==> config.mk <==
export PLATFORM = sky130hd
export DESIGN_NAME = three_phase_pwm_timer_pair
export DESIGN_NICKNAME = d
export VERILOG_FILES = /design/src/three_phase_pwm_timer_pair.v
export VERILOG_INCLUDE_DIRS = /design/src /design/src/pkg
export SDC_FILE = /design/constraint.sdc
export NUM_CORES = 1
export LEC_CHECK = 0
export BUFFER_PORTS_ARGS = -buffer_cell sky130_fd_sc_hd__buf_2
export CAP_MARGIN = 30
export CORE_ASPECT_RATIO = 1.75
export CORE_UTILIZATION = 43
export DETAILED_ROUTE_END_ITERATION = 8
export GPL_ROUTABILITY_DRIVEN = 1
export GPL_TIMING_DRIVEN = 1
export PLACE_DENSITY = 0.67
export SLEW_MARGIN = 5
export SYNTH_ARGS = -nofsm -noshare
export SYNTH_HDL_FRONTEND = slang
export SYNTH_SLANG_ARGS = --single-unit
==> constraint.sdc <==
create_clock -name clk -period 2.45 [get_ports clk]
set_clock_uncertainty 0.05 [all_clocks]
set_input_delay 0.3675 -clock clk [delete_from_list [all_inputs] [get_ports clk]]
set_output_delay 0.3675 -clock clk [all_outputs]
set_load 0.05 [all_outputs]
==> src/pkg/pwm_timer_defs.vh <==
/*
 header of register offsets, field positions and reset values for the
 two-channel three-phase pwm timer; included by the timer module and its bench.
*/
`ifndef PWM_TIMER_DEFS_VH
`define PWM_TIMER_DEFS_VH

// printed offsets; word index is offset less the base, byte address four times it
`define IDX_BASE 16'hc000
`define OFS_START 16'hf030
`define OFS_SYNC 16'hf031
`define OFS_CH1_CTRL 16'hf040
`define OFS_CH1_MODE 16'hf041
`define OFS_CH1_PIN 16'hf042
`define OFS_CH1_CNT 16'hf046
`define OFS_CH1_GRA 16'hf048
`define OFS_CH1_GRB 16'hf04a
`define OFS_CH2_CTRL 16'hf050
`define OFS_CH2_MODE 16'hf051
`define OFS_CH2_PIN 16'hf052
`define OFS_CH2_CNT 16'hf056
`define OFS_CH2_GRA 16'hf058
`define OFS_CH2_GRB 16'hf05a

// field positions
`define RUN_CH1_BIT 1
`define RUN_CH2_BIT 2
`define CLR_SRC_HI 6
`define CLR_SRC_LO 5
`define EDGE_HI 4
`define EDGE_LO 3
`define PRESCALE_HI 2
`define PRESCALE_LO 0

// encodings
`define MODE_PWM2 2'h3
`define CLR_BY_GRB 2'h2
`define CLR_BY_SYNC 2'h3
`define EDGE_RISING 2'h0
`define PRESCALE_DIV4 3'h1
`define PIN_OFF 4'h0
`define PIN_LOW_THEN_HIGH 4'h2

// reset values
`define CNT_RESET 16'h0000
`define GR_RESET 16'hffff
`define CTRL_RESET 8'h00
`define PIN_RESET 8'h00
`define MODE_RESET 8'hc0

// system clock divided by four
`define DIV4_LAST 2'h3

`endif

==> src/three_phase_pwm_timer_pair.v <==
/*
 two synchronised 16-bit timer channels in pwm mode 2 with an avalon-mm slave.
 assumes a single clk, synchronous active-high sys_rst, and a master that holds
 each request until waitrequest is seen low; registers sit at word indexes
 of their printed offset less a fixed block base.
*/
// Chosen here: the Avalon-MM slave port.
`timescale 1ns/10ps
`include "pwm_timer_defs.vh"

// How it works
// - channel 1 mode field bits 1..0 equal 11 selects pwm mode 2.
// - channel 2 mode field bits 1..0 equal 11 selects pwm mode 2.
// - pin setup register: bits 7..4 for compare b, 3..0 for compare a.
// - field 0010: output compare, pin starts low, goes high on match.
// - field 0000: compare still works, pin output disabled.
// - each counter is 16-bit read/write up-counter, zero at reset.
// - counters and compare registers only take whole 16-bit accesses.
// - every compare register resets to all ones.
// - compare registers are 16-bit read/write compare values.
// - channel 2 clear field 10 clears its counter on compare b match.
// - edge field 00 counts on rising edge of selected count clock.
// - prescale field 001 counts on system clock divided by four.
// - channel 1 clear field 11 clears when other synced channel clears.
// - sync bit joins channel to simultaneous presetting and clearing.
// - counter counts only while its start bit is one.
module three_phase_pwm_timer_pair (
	input wire clk,
	input wire sys_rst,
	input wire [15:0] address,
	input wire read,
	input wire write,
	input wire [31:0] writedata,
	input wire [3:0] byteenable,
	output reg [31:0] readdata,
	output reg waitrequest,
	output reg pwm_out_phase1,
	output reg pwm_out_phase2,
	output reg pwm_out_phase3,
	output reg ch2_pin_b_unused
);

	reg [7:0] start_reg;
	reg [7:0] sync_reg;
	reg [7:0] ch1_counter_control;
	reg [7:0] ch1_operating_mode;
	reg [7:0] ch1_pin_compare_setup;
	reg [15:0] ch1_up_counter;
	reg [15:0] ch1_compare_a_duty;
	reg [15:0] ch1_compare_b_duty;
	reg [7:0] ch2_counter_control;
	reg [7:0] ch2_operating_mode;
	reg [7:0] ch2_pin_compare_setup;
	reg [15:0] ch2_up_counter;
	reg [15:0] ch2_compare_a_duty;
	reg [15:0] ch2_compare_b_period;
	reg [1:0] prescale_cnt;
	reg answered;
	reg [31:0] next_readdata;
	reg [15:0] next_ch1_up_counter;
	reg [15:0] next_ch2_up_counter;

	wire ch1_run_bit = start_reg[`RUN_CH1_BIT];
	wire ch2_run_bit = start_reg[`RUN_CH2_BIT];
	wire ch1_sync_join = sync_reg[`RUN_CH1_BIT];
	wire ch2_sync_join = sync_reg[`RUN_CH2_BIT];

	// count clock enable: divided clock with rising edge selected
	function tick_sel;
		input [7:0] ctrl;
		input div4_edge;
		begin
			tick_sel = (ctrl[`PRESCALE_HI:`PRESCALE_LO] == `PRESCALE_DIV4) &&
				(ctrl[`EDGE_HI:`EDGE_LO] == `EDGE_RISING) && div4_edge;
		end
	endfunction

	// pin drive for one 4-bit field, given current level and events
	function pin_next;
		input [3:0] cfg;
		input cur;
		input match;
		input restart;
		begin
			if (cfg == `PIN_LOW_THEN_HIGH) begin
				if (restart)
					pin_next = 1'b0;
				else if (match)
					pin_next = 1'b1;
				else
					pin_next = cur;
			end else begin
				pin_next = 1'b0;
			end
		end
	endfunction

	// register select: index against printed offset less the block base
	function reg_sel;
		input [15:0] idx;
		input [15:0] ofs;
		begin
			reg_sel = (idx == (ofs - `IDX_BASE));
		end
	endfunction

	wire div4_edge = (prescale_cnt == `DIV4_LAST);
	wire ch1_tick = tick_sel(ch1_counter_control, div4_edge) && ch1_run_bit;
	wire ch2_tick = tick_sel(ch2_counter_control, div4_edge) && ch2_run_bit;
	wire [1:0] ch1_clr = ch1_counter_control[`CLR_SRC_HI:`CLR_SRC_LO];
	wire [1:0] ch2_clr = ch2_counter_control[`CLR_SRC_HI:`CLR_SRC_LO];
	wire ch1_pwm2 = (ch1_operating_mode[1:0] == `MODE_PWM2);
	wire ch2_pwm2 = (ch2_operating_mode[1:0] == `MODE_PWM2);

	// compare matches counted on a tick while the counter holds the value
	wire ch1_match_a = ch1_tick && (ch1_up_counter == ch1_compare_a_duty);
	wire ch1_match_b = ch1_tick && (ch1_up_counter == ch1_compare_b_duty);
	wire ch2_match_a = ch2_tick && (ch2_up_counter == ch2_compare_a_duty);
	wire ch2_match_b = ch2_tick && (ch2_up_counter == ch2_compare_b_period);

	// own clear sources
	wire ch1_own_clr = (ch1_clr == `CLR_BY_GRB) && ch1_match_b;
	wire ch2_own_clr = (ch2_clr == `CLR_BY_GRB) && ch2_match_b;
	// synchronous clears across joined channels
	wire both_sync = ch1_sync_join && ch2_sync_join;
	wire ch1_clear = ch1_own_clr ||
		(both_sync && (ch1_clr == `CLR_BY_SYNC) && ch2_own_clr);
	wire ch2_clear = ch2_own_clr ||
		(both_sync && (ch2_clr == `CLR_BY_SYNC) && ch1_own_clr);

	// bus decode: byte address is four times the register index
	wire [15:0] reg_idx = {2'h0, address[15:2]};
	wire bus_req = (read || write) && !answered;
	wire full16 = (byteenable[1:0] == 2'h3);
	// writes land at the answer edge, when waitrequest is seen low
	wire wr = write && !waitrequest;
	wire wr8 = wr && byteenable[0];
	wire wr16 = wr && full16;
	wire [15:0] wdata16 = writedata[15:0];
	wire [15:0] base_idx = `IDX_BASE;
	wire hit_st = reg_sel(reg_idx, `OFS_START) && wr8;
	wire hit_sy = reg_sel(reg_idx, `OFS_SYNC) && wr8;
	wire hit_c1c = reg_sel(reg_idx, `OFS_CH1_CTRL) && wr8;
	wire hit_c1m = reg_sel(reg_idx, `OFS_CH1_MODE) && wr8;
	wire hit_c1p = reg_sel(reg_idx, `OFS_CH1_PIN) && wr8;
	wire hit_c1n = reg_sel(reg_idx, `OFS_CH1_CNT) && wr16;
	wire hit_c1a = reg_sel(reg_idx, `OFS_CH1_GRA) && wr16;
	wire hit_c1b = reg_sel(reg_idx, `OFS_CH1_GRB) && wr16;
	wire hit_c2c = reg_sel(reg_idx, `OFS_CH2_CTRL) && wr8;
	wire hit_c2m = reg_sel(reg_idx, `OFS_CH2_MODE) && wr8;
	wire hit_c2p = reg_sel(reg_idx, `OFS_CH2_PIN) && wr8;
	wire hit_c2n = reg_sel(reg_idx, `OFS_CH2_CNT) && wr16;
	wire hit_c2a = reg_sel(reg_idx, `OFS_CH2_GRA) && wr16;
	wire hit_c2b = reg_sel(reg_idx, `OFS_CH2_GRB) && wr16;
	// a counter write presets the joined partner too
	wire preset1 = hit_c1n || (both_sync && hit_c2n);
	wire preset2 = hit_c2n || (both_sync && hit_c1n);
	wire [15:0] preset_val = wdata16;

	// read mux; unmapped indexes read as zero
	always @* begin
		next_readdata = 32'h00000000;
		case (reg_idx)
		`OFS_START - base_idx: next_readdata[7:0] = start_reg;
		`OFS_SYNC - base_idx: next_readdata[7:0] = sync_reg;
		`OFS_CH1_CTRL - base_idx: next_readdata[7:0] = ch1_counter_control;
		`OFS_CH1_MODE - base_idx: next_readdata[7:0] = ch1_operating_mode;
		`OFS_CH1_PIN - base_idx: next_readdata[7:0] = ch1_pin_compare_setup;
		`OFS_CH1_CNT - base_idx: next_readdata[15:0] = ch1_up_counter;
		`OFS_CH1_GRA - base_idx: next_readdata[15:0] = ch1_compare_a_duty;
		`OFS_CH1_GRB - base_idx: next_readdata[15:0] = ch1_compare_b_duty;
		`OFS_CH2_CTRL - base_idx: next_readdata[7:0] = ch2_counter_control;
		`OFS_CH2_MODE - base_idx: next_readdata[7:0] = ch2_operating_mode;
		`OFS_CH2_PIN - base_idx: next_readdata[7:0] = ch2_pin_compare_setup;
		`OFS_CH2_CNT - base_idx: next_readdata[15:0] = ch2_up_counter;
		`OFS_CH2_GRA - base_idx: next_readdata[15:0] = ch2_compare_a_duty;
		`OFS_CH2_GRB - base_idx: next_readdata[15:0] = ch2_compare_b_period;
		default: next_readdata = 32'h00000000;
		endcase
	end

	// one wait cycle, then the answer edge; answered blocks a second take
	always @(posedge clk) begin
		if (sys_rst) begin
			waitrequest <= 1'b1;
			answered <= 1'b0;
			readdata <= 32'h00000000;
		end else begin
			waitrequest <= !bus_req;
			answered <= bus_req;
			if (bus_req && read)
				readdata <= next_readdata;
		end
	end

	always @(posedge clk) begin
		if (sys_rst) begin
			prescale_cnt <= 2'h0;
			start_reg <= 8'h00;
			sync_reg <= 8'h00;
			ch1_counter_control <= `CTRL_RESET;
			ch1_operating_mode <= `MODE_RESET;
			ch1_pin_compare_setup <= `PIN_RESET;
			ch2_counter_control <= `CTRL_RESET;
			ch2_operating_mode <= `MODE_RESET;
			ch2_pin_compare_setup <= `PIN_RESET;
		end else begin
			prescale_cnt <= prescale_cnt + 2'h1;
			if (hit_st)
				start_reg <= writedata[7:0] & 8'h06;
			if (hit_sy)
				sync_reg <= writedata[7:0] & 8'h06;
			if (hit_c1c)
				ch1_counter_control <= writedata[7:0] & 8'h7f;
			if (hit_c1m)
				ch1_operating_mode <= writedata[7:0];
			if (hit_c1p)
				ch1_pin_compare_setup <= writedata[7:0];
			if (hit_c2c)
				ch2_counter_control <= writedata[7:0] & 8'h7f;
			if (hit_c2m)
				ch2_operating_mode <= writedata[7:0];
			if (hit_c2p)
				ch2_pin_compare_setup <= writedata[7:0];
		end
	end

	// 16-bit compare registers, whole-word writes only
	always @(posedge clk) begin
		if (sys_rst) begin
			ch1_compare_a_duty <= `GR_RESET;
			ch1_compare_b_duty <= `GR_RESET;
			ch2_compare_a_duty <= `GR_RESET;
			ch2_compare_b_period <= `GR_RESET;
		end else begin
			if (hit_c1a)
				ch1_compare_a_duty <= wdata16;
			if (hit_c1b)
				ch1_compare_b_duty <= wdata16;
			if (hit_c2a)
				ch2_compare_a_duty <= wdata16;
			if (hit_c2b)
				ch2_compare_b_period <= wdata16;
		end
	end

	// counters: preset beats clear beats count
	always @* begin
		next_ch1_up_counter = ch1_up_counter;
		if (preset1)
			next_ch1_up_counter = preset_val;
		else if (ch1_clear)
			next_ch1_up_counter = `CNT_RESET;
		else if (ch1_tick)
			next_ch1_up_counter = ch1_up_counter + 16'h0001;
	end

	always @* begin
		next_ch2_up_counter = ch2_up_counter;
		if (preset2)
			next_ch2_up_counter = preset_val;
		else if (ch2_clear)
			next_ch2_up_counter = `CNT_RESET;
		else if (ch2_tick)
			next_ch2_up_counter = ch2_up_counter + 16'h0001;
	end

	always @(posedge clk) begin
		if (sys_rst) begin
			ch1_up_counter <= `CNT_RESET;
			ch2_up_counter <= `CNT_RESET;
		end else begin
			ch1_up_counter <= next_ch1_up_counter;
			ch2_up_counter <= next_ch2_up_counter;
		end
	end

	// pwm mode 2 pins; other modes hold pins low
	wire next_pwm_out_phase1 = ch1_pwm2 && pin_next(ch1_pin_compare_setup[3:0],
		pwm_out_phase1, ch1_match_a, ch1_clear);
	wire next_pwm_out_phase2 = ch1_pwm2 && pin_next(ch1_pin_compare_setup[7:4],
		pwm_out_phase2, ch1_match_b, ch1_clear);
	wire next_pwm_out_phase3 = ch2_pwm2 && pin_next(ch2_pin_compare_setup[3:0],
		pwm_out_phase3, ch2_match_a, ch2_clear);
	wire next_ch2_pin_b_unused = ch2_pwm2 && pin_next(ch2_pin_compare_setup[7:4],
		ch2_pin_b_unused, ch2_match_b, ch2_clear);

	always @(posedge clk) begin
		if (sys_rst) begin
			pwm_out_phase1 <= 1'b0;
			pwm_out_phase2 <= 1'b0;
			pwm_out_phase3 <= 1'b0;
			ch2_pin_b_unused <= 1'b0;
		end else begin
			pwm_out_phase1 <= next_pwm_out_phase1;
			pwm_out_phase2 <= next_pwm_out_phase2;
			pwm_out_phase3 <= next_pwm_out_phase3;
			ch2_pin_b_unused <= next_ch2_pin_b_unused;
		end
	end

endmodule // three_phase_pwm_timer_pair

==> PnR_summary.wiki, run 1 <==
{| class="wikitable"
! Metric !! Value
|-
| Status || finished with violations
|-
| Violated checks || setup timing
|-
| Power Density || 505 nW/um^2
|-
| HPWL after DPL || 27,800 microns
|-
| Number of nets still failing antenna checks after routing || 0
|-
| Endpoint, Worst Hold || answered
|-
| Synthesized instance count || 1,186
|-
| Cell types with the largest area share after synthesis || sky130_fd_sc_hd__dfxtp_1, sky130_fd_sc_hd__mux2i_1, sky130_fd_sc_hd__nand2_1, sky130_fd_sc_hd__xnor2_1, sky130_fd_sc_hd__nand3_1
|-
| Top-level port count || 93
|-
| Die span in y || about 200 microns
|-
| Worst vdd rail ir drop || 420 uV
|-
| Portion of the post-synthesis area used by sequential elements || 0.347
|-
| Endpoints failing hold || 0
|-
| Max-Slew Margin vs Limit || 0.365
|-
| Launch point of the worst path || ch2_counter_control[1]
|-
| Pin count of the biggest net entering global routing || 37
|-
| Critical path startpoint category || register
|-
| Post-route core utilization || 0.547
|-
| Syn. warnings || 0
|-
| Actual slew at the worst max-slew pin || 0.952 ns
|-
| Clock latency on the worst-skew pair || 0.45 ns
|-
| Flip-flop and latch count after synthesis || 170
|-
| HP Class || in2reg
|-
| Diode count || 0
|-
| Critical path required time || between 2 and 3 ns
|-
| WL per Instance || 22.7 microns
|-
| Standard-cell row count || 72
|-
| Hold Path Depth || 2
|-
| Cells on worst reg2reg path || 10
|-
| Initial antenna violation count || 0
|-
| Clock buffers created by TritonCTS || 17
|-
| Type of the setup path with the least slack || reg2reg
|-
| Total global-route track usage || 0.328
|-
| Leakage power summed over all cells || 4.60 nW
|-
| Clock tree from TritonCTS || built
|-
| DRC violation count after routing || 0
|-
| Top cell type's share of synthesized area || 0.347
|-
| Count of endpoints failing setup in the final report || 20
|-
| Fin crit share || 1.03
|-
| DR vias/cell || 6.13
|-
| Clock Tree Root || sky130_fd_sc_hd__clkbuf_16
|-
| Global-route wire length before repair || 56,400 microns
|-
| Via count of the first global-routing pass || 9,734
|-
| Distinct cell type count after synthesis || 89
|-
| Power Total || about 6 mW
|-
| Highest-count cells in the layout ignoring fill and taps || sky130_fd_sc_hd__nand2_1, sky130_fd_sc_hd__dfxtp_1, sky130_fd_sc_hd__buf_4
|-
| Post-Syn Area || 9810 sq um
|-
| Area growth from synthesis to final layout || 24.0%
|-
| Floorplan core area || roughly 22,000 sq um
|-
| Final period demand of the worst path || 2.51 ns
|-
| CTS clk-pin slew, worst paths || approximately 0.07 ns
|-
| Net count, final || 1,391
|-
| Syn_area_per_cell || between 8 and 9 sq um
|-
| Initial Utilization || 0.441
|-
| Unrepaired setup endpoints after global routing || true
|-
| Maximum net fanout on the critical path || 7
|-
| FF-to-FF setup slack || -0.06 ns
|-
| Number of DRC violations after detailed-routing iteration 0 || 783
|-
| Fin. max-slew vios || 0
|-
| Leading cell type in the layout, fill and taps excluded || sky130_fd_sc_hd__nand2_1
|-
| Critical register-to-register path endpoint || ch2_up_counter[8]
|-
| Die Footprint || 23,400 sq um
|-
| Min-Delay Startpoint || read
|-
| Via count || 10,100
|-
| Most common flop cell mapped by yosys || sky130_fd_sc_hd__dfxtp_1
|-
| Number of enable-type register cells in the synthesized netlist || 0
|-
| Port Buf Inserts || 56
|-
| Post-CTS Hold Buffers || 0
|-
| Worst Setup Slack, final || -0.0630 ns
|-
| Maximum root-to-sink buffer count || 2
|-
| Max-cap violation count || 0
|-
| # H-tree levels || 4
|-
| Arrival time worst endpoint || approximately 2.8 ns
|-
| Share of layout cells above drive strength 1 || 0.233
|-
| Post-synthesis async set-or-reset flop share || 0
|-
| Number of clock sinks || 170
|-
| Sort of element at the end of the critical path || register
|-
| Die X || about 120 microns
|-
| Launch point of the worst reg-to-reg path || ch2_counter_control[1]
|-
| Maximum operating frequency || 0.398 GHz
|-
| Aggregate global routing overflow || 0
|-
| Post-synth top area cell || sky130_fd_sc_hd__dfxtp_1
|-
| Sum of routed wire length over all layers || 37,300 microns
|-
| Number of iterations in the first detailed-routing pass || 6
|-
| Final GP Congestion || 0.975
|}
==> cells by family (layout without fill, tap and decap cells) <==
kind of cell / after synthesis / in the layout / share of synthesized area
DFF: 170 / 170 / 0.347
adders and majority gates: 3 / 3 / 0.00383
muxes: 72 / 72 / 0.0736
buffers and inverters: 128 / 272 / 0.0614
xor gates and xnor gates: 79 / 79 / 0.0706
other: 1 / 16 / 0.000382
AOI/OAI and AO/OA: 224 / 224 / 0.168
and+or+nand+nor: 509 / 509 / 0.275
==> worst max-delay path, cell delays in order (launching register included) <==
cell and delay [ns]:
sky130_fd_sc_hd__dfxtp_2 0.33, sky130_fd_sc_hd__or3b_4 0.39, sky130_fd_sc_hd__or4_4 0.53, sky130_fd_sc_hd__nor4_4 0.14, sky130_fd_sc_hd__buf_4 0.19, sky130_fd_sc_hd__buf_6 0.10
sky130_fd_sc_hd__a32o_2 0.19, sky130_fd_sc_hd__buf_12 0.14, sky130_fd_sc_hd__buf_12 0.13, sky130_fd_sc_hd__o32a_1 0.15, sky130_fd_sc_hd__nor3_1 0.05
==> worst max-delay path by stage <==
| stage | end | slack [ns] | cells after the start |
|---|---|---|---|
| 2_1_floorplan | ch1_up_counter[11] | 0.05 | 8 |
| 3_3_place_gp | ch1_up_counter[11] | -0.22 | 10 |
| 3_5_place_dp | ch1_up_counter[11] | -0.24 | 10 |
| 4_1_cts | ch2_up_counter[13] | -0.08 | 9 |
| 5_1_grt | ch2_up_counter[12] | -0.10 | 10 |
| 6_report | ch2_up_counter[8] | -0.06 | 10 |
==> stage by stage <==
| stage | hold WS (ns) | std cells | setup slack, ns | setup TNS (ns) | cell area [sq um] |
|---|---|---|---|---|---|
| finish | 0.110 | 1641 | -0.0630 | -0.803 | 12200 |
| global placement | 0.406 | 1603 | -0.221 | -4.42 | 11400 |
| floorplan | 0.349 | 1201 | 0.0524 | 0 | 9860 |
| global route | 0.121 | 1641 | -0.104 | -1.74 | 12200 |
| detailed placement | 0.406 | 1603 | -0.238 | -5.60 | 11400 |
| CTS | 0.0872 | 1636 | -0.0797 | -1.06 | 12000 |
==> routing by layer <==
| metal | track usage | wire, microns |
|---|---|---|
| met5 | 0 | 0 |
| met4 | 0.274 | 3440 |
| met3 | 0.0531 | 2160 |
| met2 | 0.559 | 18700 |
| met1 | 0.346 | 13000 |
==> timing repair <==
action / 4_1_cts / 5_1_grt
resized for setup: 4 / 10
setup buffers: 1 / 3
pin swaps: 3 / 12
setup endpoints to repair: 24 / 37
cloned: 0 / 2
==> layout make-up <==
cell class | instances | area, sq um
clock buffers | 21 | 470
multi-input cells | 903 | 5940
well taps | 296 | 370
repair buffers | 230 | 1780
flip-flops and latches | 170 | 3410
fillers | 2075 | 10100
inverters | 10 | 37.5
clock inverters | 11 | 156
==> cells in the mapped netlist (8+ instances only) <==
master	number
sky130_fd_sc_hd__a221oi_1	12
sky130_fd_sc_hd__a22oi_1	31
sky130_fd_sc_hd__nand2_1	178
sky130_fd_sc_hd__o31ai_1	8
sky130_fd_sc_hd__nor3_1	26
sky130_fd_sc_hd__xnor2_1	48
sky130_fd_sc_hd__nor4_1	22
sky130_fd_sc_hd__a22o_1	12
sky130_fd_sc_hd__nor2b_1	8
sky130_fd_sc_hd__clkbuf_1	77
sky130_fd_sc_hd__nor4b_1	11
sky130_fd_sc_hd__a21oi_1	43
sky130_fd_sc_hd__nor2_1	65
sky130_fd_sc_hd__nand3_1	73
sky130_fd_sc_hd__dfxtp_1	170
sky130_fd_sc_hd__and4_1	10
sky130_fd_sc_hd__mux2i_1	71
sky130_fd_sc_hd__xor2_1	31
sky130_fd_sc_hd__o21ai_0	26
sky130_fd_sc_hd__inv_1	10
sky130_fd_sc_hd__nand4_1	26
sky130_fd_sc_hd__or3_1	13
sky130_fd_sc_hd__buf_2	12
sky130_fd_sc_hd__and3_1	15
sky130_fd_sc_hd__buf_4	22
==> power by group <==
group / total, mW / internal, mW / switching, mW
registers: 2.77 / 2.77 / 0.00343
logic: 0.442 / 0.129 / 0.313
clock network: 2.93 / 1.70 / 1.22
total: 6.14 / 4.60 / 1.54
Power figures use the tool's default switching activity.
==> run 2: changes to the inputs <==
GPL_TIMING_DRIVEN = 0   (was 1)
PLACE_DENSITY = 0.65   (was 0.67)
clock period = 3.06 ns   (was 2.45 ns; I/O delays follow)
==> run 2 against run 1 <==
  * The flow now finishes without violations
  * Setup slack better by 0.092 ns
  * Sequential share of layout area increased by 2.4 points
  * First-iteration DRC count is 8.7% higher
  * Cell count is 3.1% lower
  * Utilization fell by 4.4 points
  * Global-route usage is 1.7 points higher
  * Register-to-register slack better by 0.09 ns
  * Critical path type unchanged
  * Largest cell class unchanged
==> PnR_summary.wiki, run 2 (synthesized netlist as in run 1, its figures left out) <==
{| class="wikitable"
! Metric !! Value
|-
| Critical path required time || 3.37 ns
|-
| Fin crit share || 0.990
|-
| Initial antenna violation count || 0
|-
| Count of endpoints failing setup in the final report || 0
|-
| Final instance count without filler cells || 1,590
|-
| Launch point of the worst reg-to-reg path || prescale_cnt[0]
|-
| Fraction of power consumed by the clock network || 0.473
|-
| Leading cell type in the layout, fill and taps excluded || sky130_fd_sc_hd__nand2_1
|-
| Global-route wire length before repair || about 58,000 microns
|-
| Top-level port count || 93
|-
| Post-CTS Hold Buffers || 0
|-
| Fin. max-slew vios || 0
|-
| Number of DRC violations after detailed-routing iteration 0 || 851
|-
| Critical register-to-register path endpoint || ch2_up_counter[13]
|-
| Min-Delay Startpoint || read
|-
| Clock tree from TritonCTS || built
|-
| Hold Path Depth || 2
|-
| Leakage power summed over all cells || approximately 4.0 nW
|-
| Power Density || 438 nW/um^2
|-
| Max-cap violation count || 0
|-
| Area growth from synthesis to final layout || 14.1%
|-
| DR vias/cell || 6.27
|-
| Critical path startpoint category || register
|-
| Worst path slowest cell || sky130_fd_sc_hd__nor4_4
|-
| Highest-count cells in the layout ignoring fill and taps || sky130_fd_sc_hd__nand2_1, sky130_fd_sc_hd__dfxtp_1, sky130_fd_sc_hd__clkbuf_1
|-
| Reported net switching power || 1.28 mW
|-
| Gate family responsible for the most delay along the worst path || simple AND/OR/NAND/NOR gates
|-
| Number of iterations in the first detailed-routing pass || 8
|-
| Comb power frac || 0.073
|-
| Aggregate global routing overflow || 0
|-
| Number of nets still failing antenna checks after routing || 0
|-
| Total global-route track usage || 0.345
|-
| Type of the setup path with the least slack || reg2reg
|-
| WL per Instance || 24.8 microns
|-
| Stage delay of the slowest cell on the critical path || roughly 0.61 ns
|-
| Endpoint, Worst Hold || answered
|-
| Maximum net fanout on the critical path || 10
|-
| Maximum operating frequency || 0.330 GHz
|-
| Clock buffers created by TritonCTS || 17
|-
| Floorplan core area || 22,300 sq um
|-
| Standard-cell row count || 72
|-
| Port Buf Inserts || 54
|-
| Unrepaired setup endpoints after global routing || false
|-
| HPWL after DPL || 29,600 microns
|-
| HP Class || in2reg
|-
| Sort of element at the end of the critical path || register
|-
| Critical path, cell by cell || ha_1 -> nand2_1 -> or4_4 -> nor4_4 -> a32o_2 -> buf_4 -> nor3_1 -> o21a_1
|-
| Die Footprint || 23,400 sq um
|-
| Critical path buffer and inverter count || 1
|-
| Sum of routed wire length over all layers || 39,400 microns
|-
| Final period demand of the worst path || 3.03 ns
|-
| Share of layout cells above drive strength 1 || 0.128
|-
| Diode count || 0
|-
| Number of clock sinks || 170
|-
| Via count of the first global-routing pass || ~9,500
|-
| FF-to-FF setup slack || between 0.02 and 0.03 ns
|-
| Post-route worst hold slack || 0.199 ns
|-
| # H-tree levels || 4
|-
| Max-Slew Margin vs Limit || 0.335
|-
| DRC violation count after routing || 0
|-
| Maximum root-to-sink buffer count || 2
|-
| Clock latency on the worst-skew pair || 0.46 ns
|-
| Net count, final || 1,340
|-
| Power Internal || approximately 3.6 mW
|-
| Number of cells after detailed placement || ~1,600
|-
| Pin count of the biggest net entering global routing || 17
|-
| CTS clk-pin slew, worst paths || about 0.070 ns
|-
| Status || complete, no violations
|-
| Actual slew at the worst max-slew pin || 0.997 ns
|-
| Final GP Congestion || between 0.9 and 1
|-
| Cells on worst reg2reg path || 8
|-
| Arrival time worst endpoint || 3.34 ns
|-
| Die X || between 100 and 150 microns
|-
| Endpoints failing hold || 0
|-
| Worst vdd rail ir drop || roughly 410 uV
|-
| Initial Utilization || 0.441
|-
| Seq pwr share || 0.453
|-
| Die span in y || just over 200 microns
|-
| Clock Tree Root || sky130_fd_sc_hd__clkbuf_16
|-
| Via count || 9,967
|-
| Sw frac || 0.261
|}
==> run 2: cell types whose count changed in the layout (fill, tap and decap cells not counted), sizes merged <==
cell and delta:
buf -128, clkbuf +75, clkinv +3, clkinvlp +2
inv -3
==> run 2: worst max path at each step <==
stage / start / to / slack [ns] / cells after the start
3_3_place_gp: address[5] / readdata[3] / -0.39 / 9
4_1_cts: waitrequest / ch1_up_counter[11] / 0.05 / 8
5_1_grt: prescale_cnt[0] / ch1_up_counter[9] / 0.04 / 7
6_report: prescale_cnt[0] / ch2_up_counter[13] / 0.03 / 8
2_1_floorplan: waitrequest / ch1_up_counter[11] / 0.59 / 8
3_5_place_dp: address[5] / readdata[3] / -0.37 / 9
==> run 2: routing by layer <==
metal,GRT usage,vias up,part of all wire
met5,0,-,0
met4,0.318,0,0.096
met3,0.0573,190,0.054
met2,0.568,543,0.49
met1,0.368,4722,0.36
li1,-,4512,-
==> run 2: power by group through the flow <==
| stage | clock network, mW | registers [mW] | logic, mW |
|---|---|---|---|
| detailed placement | 0 | 2.27 | 0.344 |
| global placement | 0 | 2.27 | 0.344 |
| floorplan | 0 | 2.28 | 0.194 |
| global route | 2.40 | 2.22 | 0.369 |
| CTS | 2.33 | 2.22 | 0.345 |
| finish | 2.32 | 2.22 | 0.359 |
==> run 2: stage by stage <==
| stage | instance area, sq um | setup TNS [ns] | total power [mW] | setup WS [ns] | util |
|---|---|---|---|---|---|
| 2_1_floorplan | 9860 | 0 | 2.47 | 0.586 | - |
| 3_3_place_gp | 10500 | -6.62 | 2.61 | -0.394 | 0.472 |
| 3_5_place_dp | 10500 | -6.58 | 2.61 | -0.365 | 0.473 |
| 4_1_cts | 11100 | 0 | 4.89 | 0.0461 | 0.500 |
| 5_1_grt | 11200 | 0 | 4.99 | 0.0407 | 0.503 |
| 6_report | 11200 | 0 | 4.90 | 0.0291 | 0.503 |
==> run 2: final cells by class <==
cell class	instances	area, sq um
plain buffers	118	566
repair buffers	61	318
multi-input cells	903	5880
inverters	10	37.5
clock inverters	13	168
clock buffers	19	443
well taps	296	370
fillers	2223	11100
flip-flops and latches	170	3400
==> run 2: what timing repair did <==
item | CTS | global route
setup buffers | 0 | 3
resized for setup | 1 | 5
endpoints found under the setup margin | 1 | 28
==> run 3: changes to the inputs <==
CELL_PAD_IN_SITES_DETAIL_PLACEMENT = 0   (was default)
CELL_PAD_IN_SITES_GLOBAL_PLACEMENT = 1   (was default)
PLACE_DENSITY = 0.81   (was 0.65)
==> run 3 against run 2 <==
  * Cell count shrank 0.13%
  * Register-to-register slack gained 0.03 ns
  * First-iteration DRC count shrank 18%
  * Sequential cell count is the same
  * Sequential share of layout area grew 0.072 points
  * Clock power is essentially flat
  * Maximum frequency grew 1.1%
  * Non-clock buffer count shrank 2
  * Global-route usage grew 0.63 points
  * Die area is the same
  * Worst hold slack gained 0.017 ns
  * Critical endpoint unchanged
==> PnR_summary.wiki, run 3 (synthesized netlist as in run 1, its figures left out) <==
{| class="wikitable"
! Metric !! Value
|-
| Status || complete, no violations
|-
| Actual slew at the worst max-slew pin || 1.01 ns
|-
| Clock buffers created by TritonCTS || 17
|-
| Max-Slew Margin vs Limit || 0.324
|-
| Arrival time worst endpoint || 3.31 ns
|-
| Max-cap violation count || 0
|-
| FF-to-FF setup slack || 0.06 ns
|-
| Global-route wire length before repair || ~59,000 microns
|-
| Standard-cell row count || 72
|-
| Number of clock sinks || 170
|-
| Initial antenna violation count || 0
|-
| Power Total || 4.87 mW
|-
| Reported net switching power || 1.32 mW
|-
| Maximum operating frequency || approximately 0.33 GHz
|-
| Highest-count cells in the layout ignoring fill and taps || sky130_fd_sc_hd__nand2_1, sky130_fd_sc_hd__dfxtp_1, sky130_fd_sc_hd__clkbuf_1
|-
| Final period demand of the worst path || 3.00 ns
|-
| Pin count of the biggest net entering global routing || 17
|-
| Die X || 116 microns
|-
| Final cell area excluding filler cells || approximately 11,000 sq um
|-
| Aggregate global routing overflow || 0
|-
| Met3 usage in global routing || 0.0522
|-
| Seq pwr share || 0.456
|-
| Maximum root-to-sink buffer count || 2
|-
| Fraction of power consumed by the clock network || 0.470
|-
| Power Density || 436 nW/um^2
|-
| Number of cells after detailed placement || 1,554
|-
| Critical register-to-register path endpoint || ch2_up_counter[13]
|-
| Via count of the first global-routing pass || 9,444
|-
| Count of endpoints failing setup in the final report || 0
|-
| Endpoints failing hold || 0
|-
| Port Buf Inserts || 54
|-
| Placed Instance Area || approximately 11,000 sq um
|-
| Critical path startpoint category || register
|-
| Worst Setup Slack, final || 0.0635 ns
|-
| HPWL after DPL || 30,000 microns
|-
| Top-level port count || 93
|-
| Net count, final || 1,338
|-
| WL per Instance || 25.1 microns
|-
| Diode count || 0
|-
| Leakage power summed over all cells || about 4 nW
|-
| Min-Delay Startpoint || writedata[3]
|-
| Final GP Congestion || 0.959
|-
| Met1 Track Usage GR || 0.382
|-
| Sw frac || 0.271
|-
| Worst vdd rail ir drop || 362 uV
|-
| Area growth from synthesis to final layout || 13.8%
|-
| Endpoint, Worst Hold || ch1_operating_mode[3]
|-
| Fin. max-slew vios || 0
|-
| Hold Path Depth || 3
|-
| Number of nets still failing antenna checks after routing || 0
|-
| Pre-CTS setup slack || -0.222 ns
|-
| Fin crit share || 0.979
|-
| Power Internal || 3.55 mW
|-
| Die Footprint || 23,400 sq um
|-
| Launch point of the worst reg-to-reg path || prescale_cnt[0]
|-
| # H-tree levels || 4
|-
| Number of DRC violations after detailed-routing iteration 0 || 702
|-
| Maximum net fanout on the critical path || 10
|-
| Via count || 9,875
|-
| Critical path required time || between 3 and 4 ns
|-
| DR vias/cell || 6.22
|-
| Clock tree from TritonCTS || built
|-
| Share of layout cells above drive strength 1 || 0.126
|-
| Final instance count without filler cells || around 1,600
|-
| Leading cell type in the layout, fill and taps excluded || sky130_fd_sc_hd__nand2_1
|-
| Number of iterations in the first detailed-routing pass || 5
|-
| Floorplan core area || 22,300 sq um
|-
| Die span in y || 202 microns
|-
| Setup TNS || 0 ns
|-
| CTS clk-pin slew, worst paths || 0.07 ns
|-
| Unrepaired setup endpoints after global routing || false
|-
| Initial Utilization || 0.441
|-
| Most crowded layer after global routing || met2
|-
| Clock latency on the worst-skew pair || around 0.47 ns
|-
| Grt met2 use || 0.584
|-
| DRC violation count after routing || 0
|-
| Total global-route track usage || 0.351
|-
| Sum of routed wire length over all layers || 39,900 microns
|-
| Type of the setup path with the least slack || reg2reg
|-
| Sort of element at the end of the critical path || register
|-
| Cells on worst reg2reg path || 8
|-
| Comb power frac || 0.074
|-
| HP Class || in2reg
|-
| Clock Tree Root || sky130_fd_sc_hd__clkbuf_16
|}
run 3: how the worst max path moves through the flow:
stage / cells after the start / endpoint / slack [ns] / from
4_1_cts: 8 / ch1_up_counter[14] / 0.008 / waitrequest
3_5_place_dp: 9 / readdata[0] / -0.22 / address[3]
2_1_floorplan: 8 / ch1_up_counter[11] / 0.59 / waitrequest
6_report: 8 / ch2_up_counter[13] / 0.06 / prescale_cnt[0]
3_3_place_gp: 9 / readdata[0] / -0.26 / address[3]
5_1_grt: 9 / pwm_out_phase1 / 0.004 / prescale_cnt[0]
run 3: layer usage:
metal | vias up | wire [microns]
met4 | 0 | 3680
met1 | 4721 | 14400
met2 | 482 | 19700
li1 | 4506 | -
met3 | 166 | 2200
met5 | - | 0
run 3: stage by stage:
stage	hold slack [ns]	util
global placement	0.358	0.472
global route	0.236	0.502
finish	0.217	0.502
detailed placement	0.369	0.473
floorplan	0.349	-
CTS	0.218	0.500
run 3: cell type report:
| cell class | count | area, sq um |
|---|---|---|
| multi-input cells | 903 | 5870 |
| clock buffers | 18 | 439 |
| well taps | 296 | 370 |
| flip-flops and latches | 170 | 3400 |
| repair buffers | 59 | 310 |
| clock inverters | 14 | 164 |
| plain buffers | 118 | 566 |
| fillers | 2275 | 11100 |
| inverters | 10 | 37.5 |
run 3: timing repair:
action | CTS | global route
endpoints found under the setup margin | 0 | 18
setup buffers | 0 | 0
gates resized for setup | 0 | 4
hold buffers | 0 | 0
run 3: power by group through the flow:
stage	clock, mW	sequential [mW]	combinational (mW)
2_1_floorplan	0	2.28	0.194
3_3_place_gp	0	2.27	0.345
3_5_place_dp	0	2.27	0.346
4_1_cts	2.29	2.22	0.347
5_1_grt	2.39	2.22	0.373
6_report	2.29	2.22	0.360
run 3: worst max-delay path, stage by stage (launching register included):
cell and delay, ns:
sky130_fd_sc_hd__dfxtp_1 0.33, sky130_fd_sc_hd__ha_1 0.20, sky130_fd_sc_hd__nand2_1 0.18, sky130_fd_sc_hd__or4_4 0.58, sky130_fd_sc_hd__nor4_4 0.59, sky130_fd_sc_hd__a32o_2 0.47, sky130_fd_sc_hd__buf_4 0.24, sky130_fd_sc_hd__nor3_1 0.07
sky130_fd_sc_hd__o21a_1 0.18
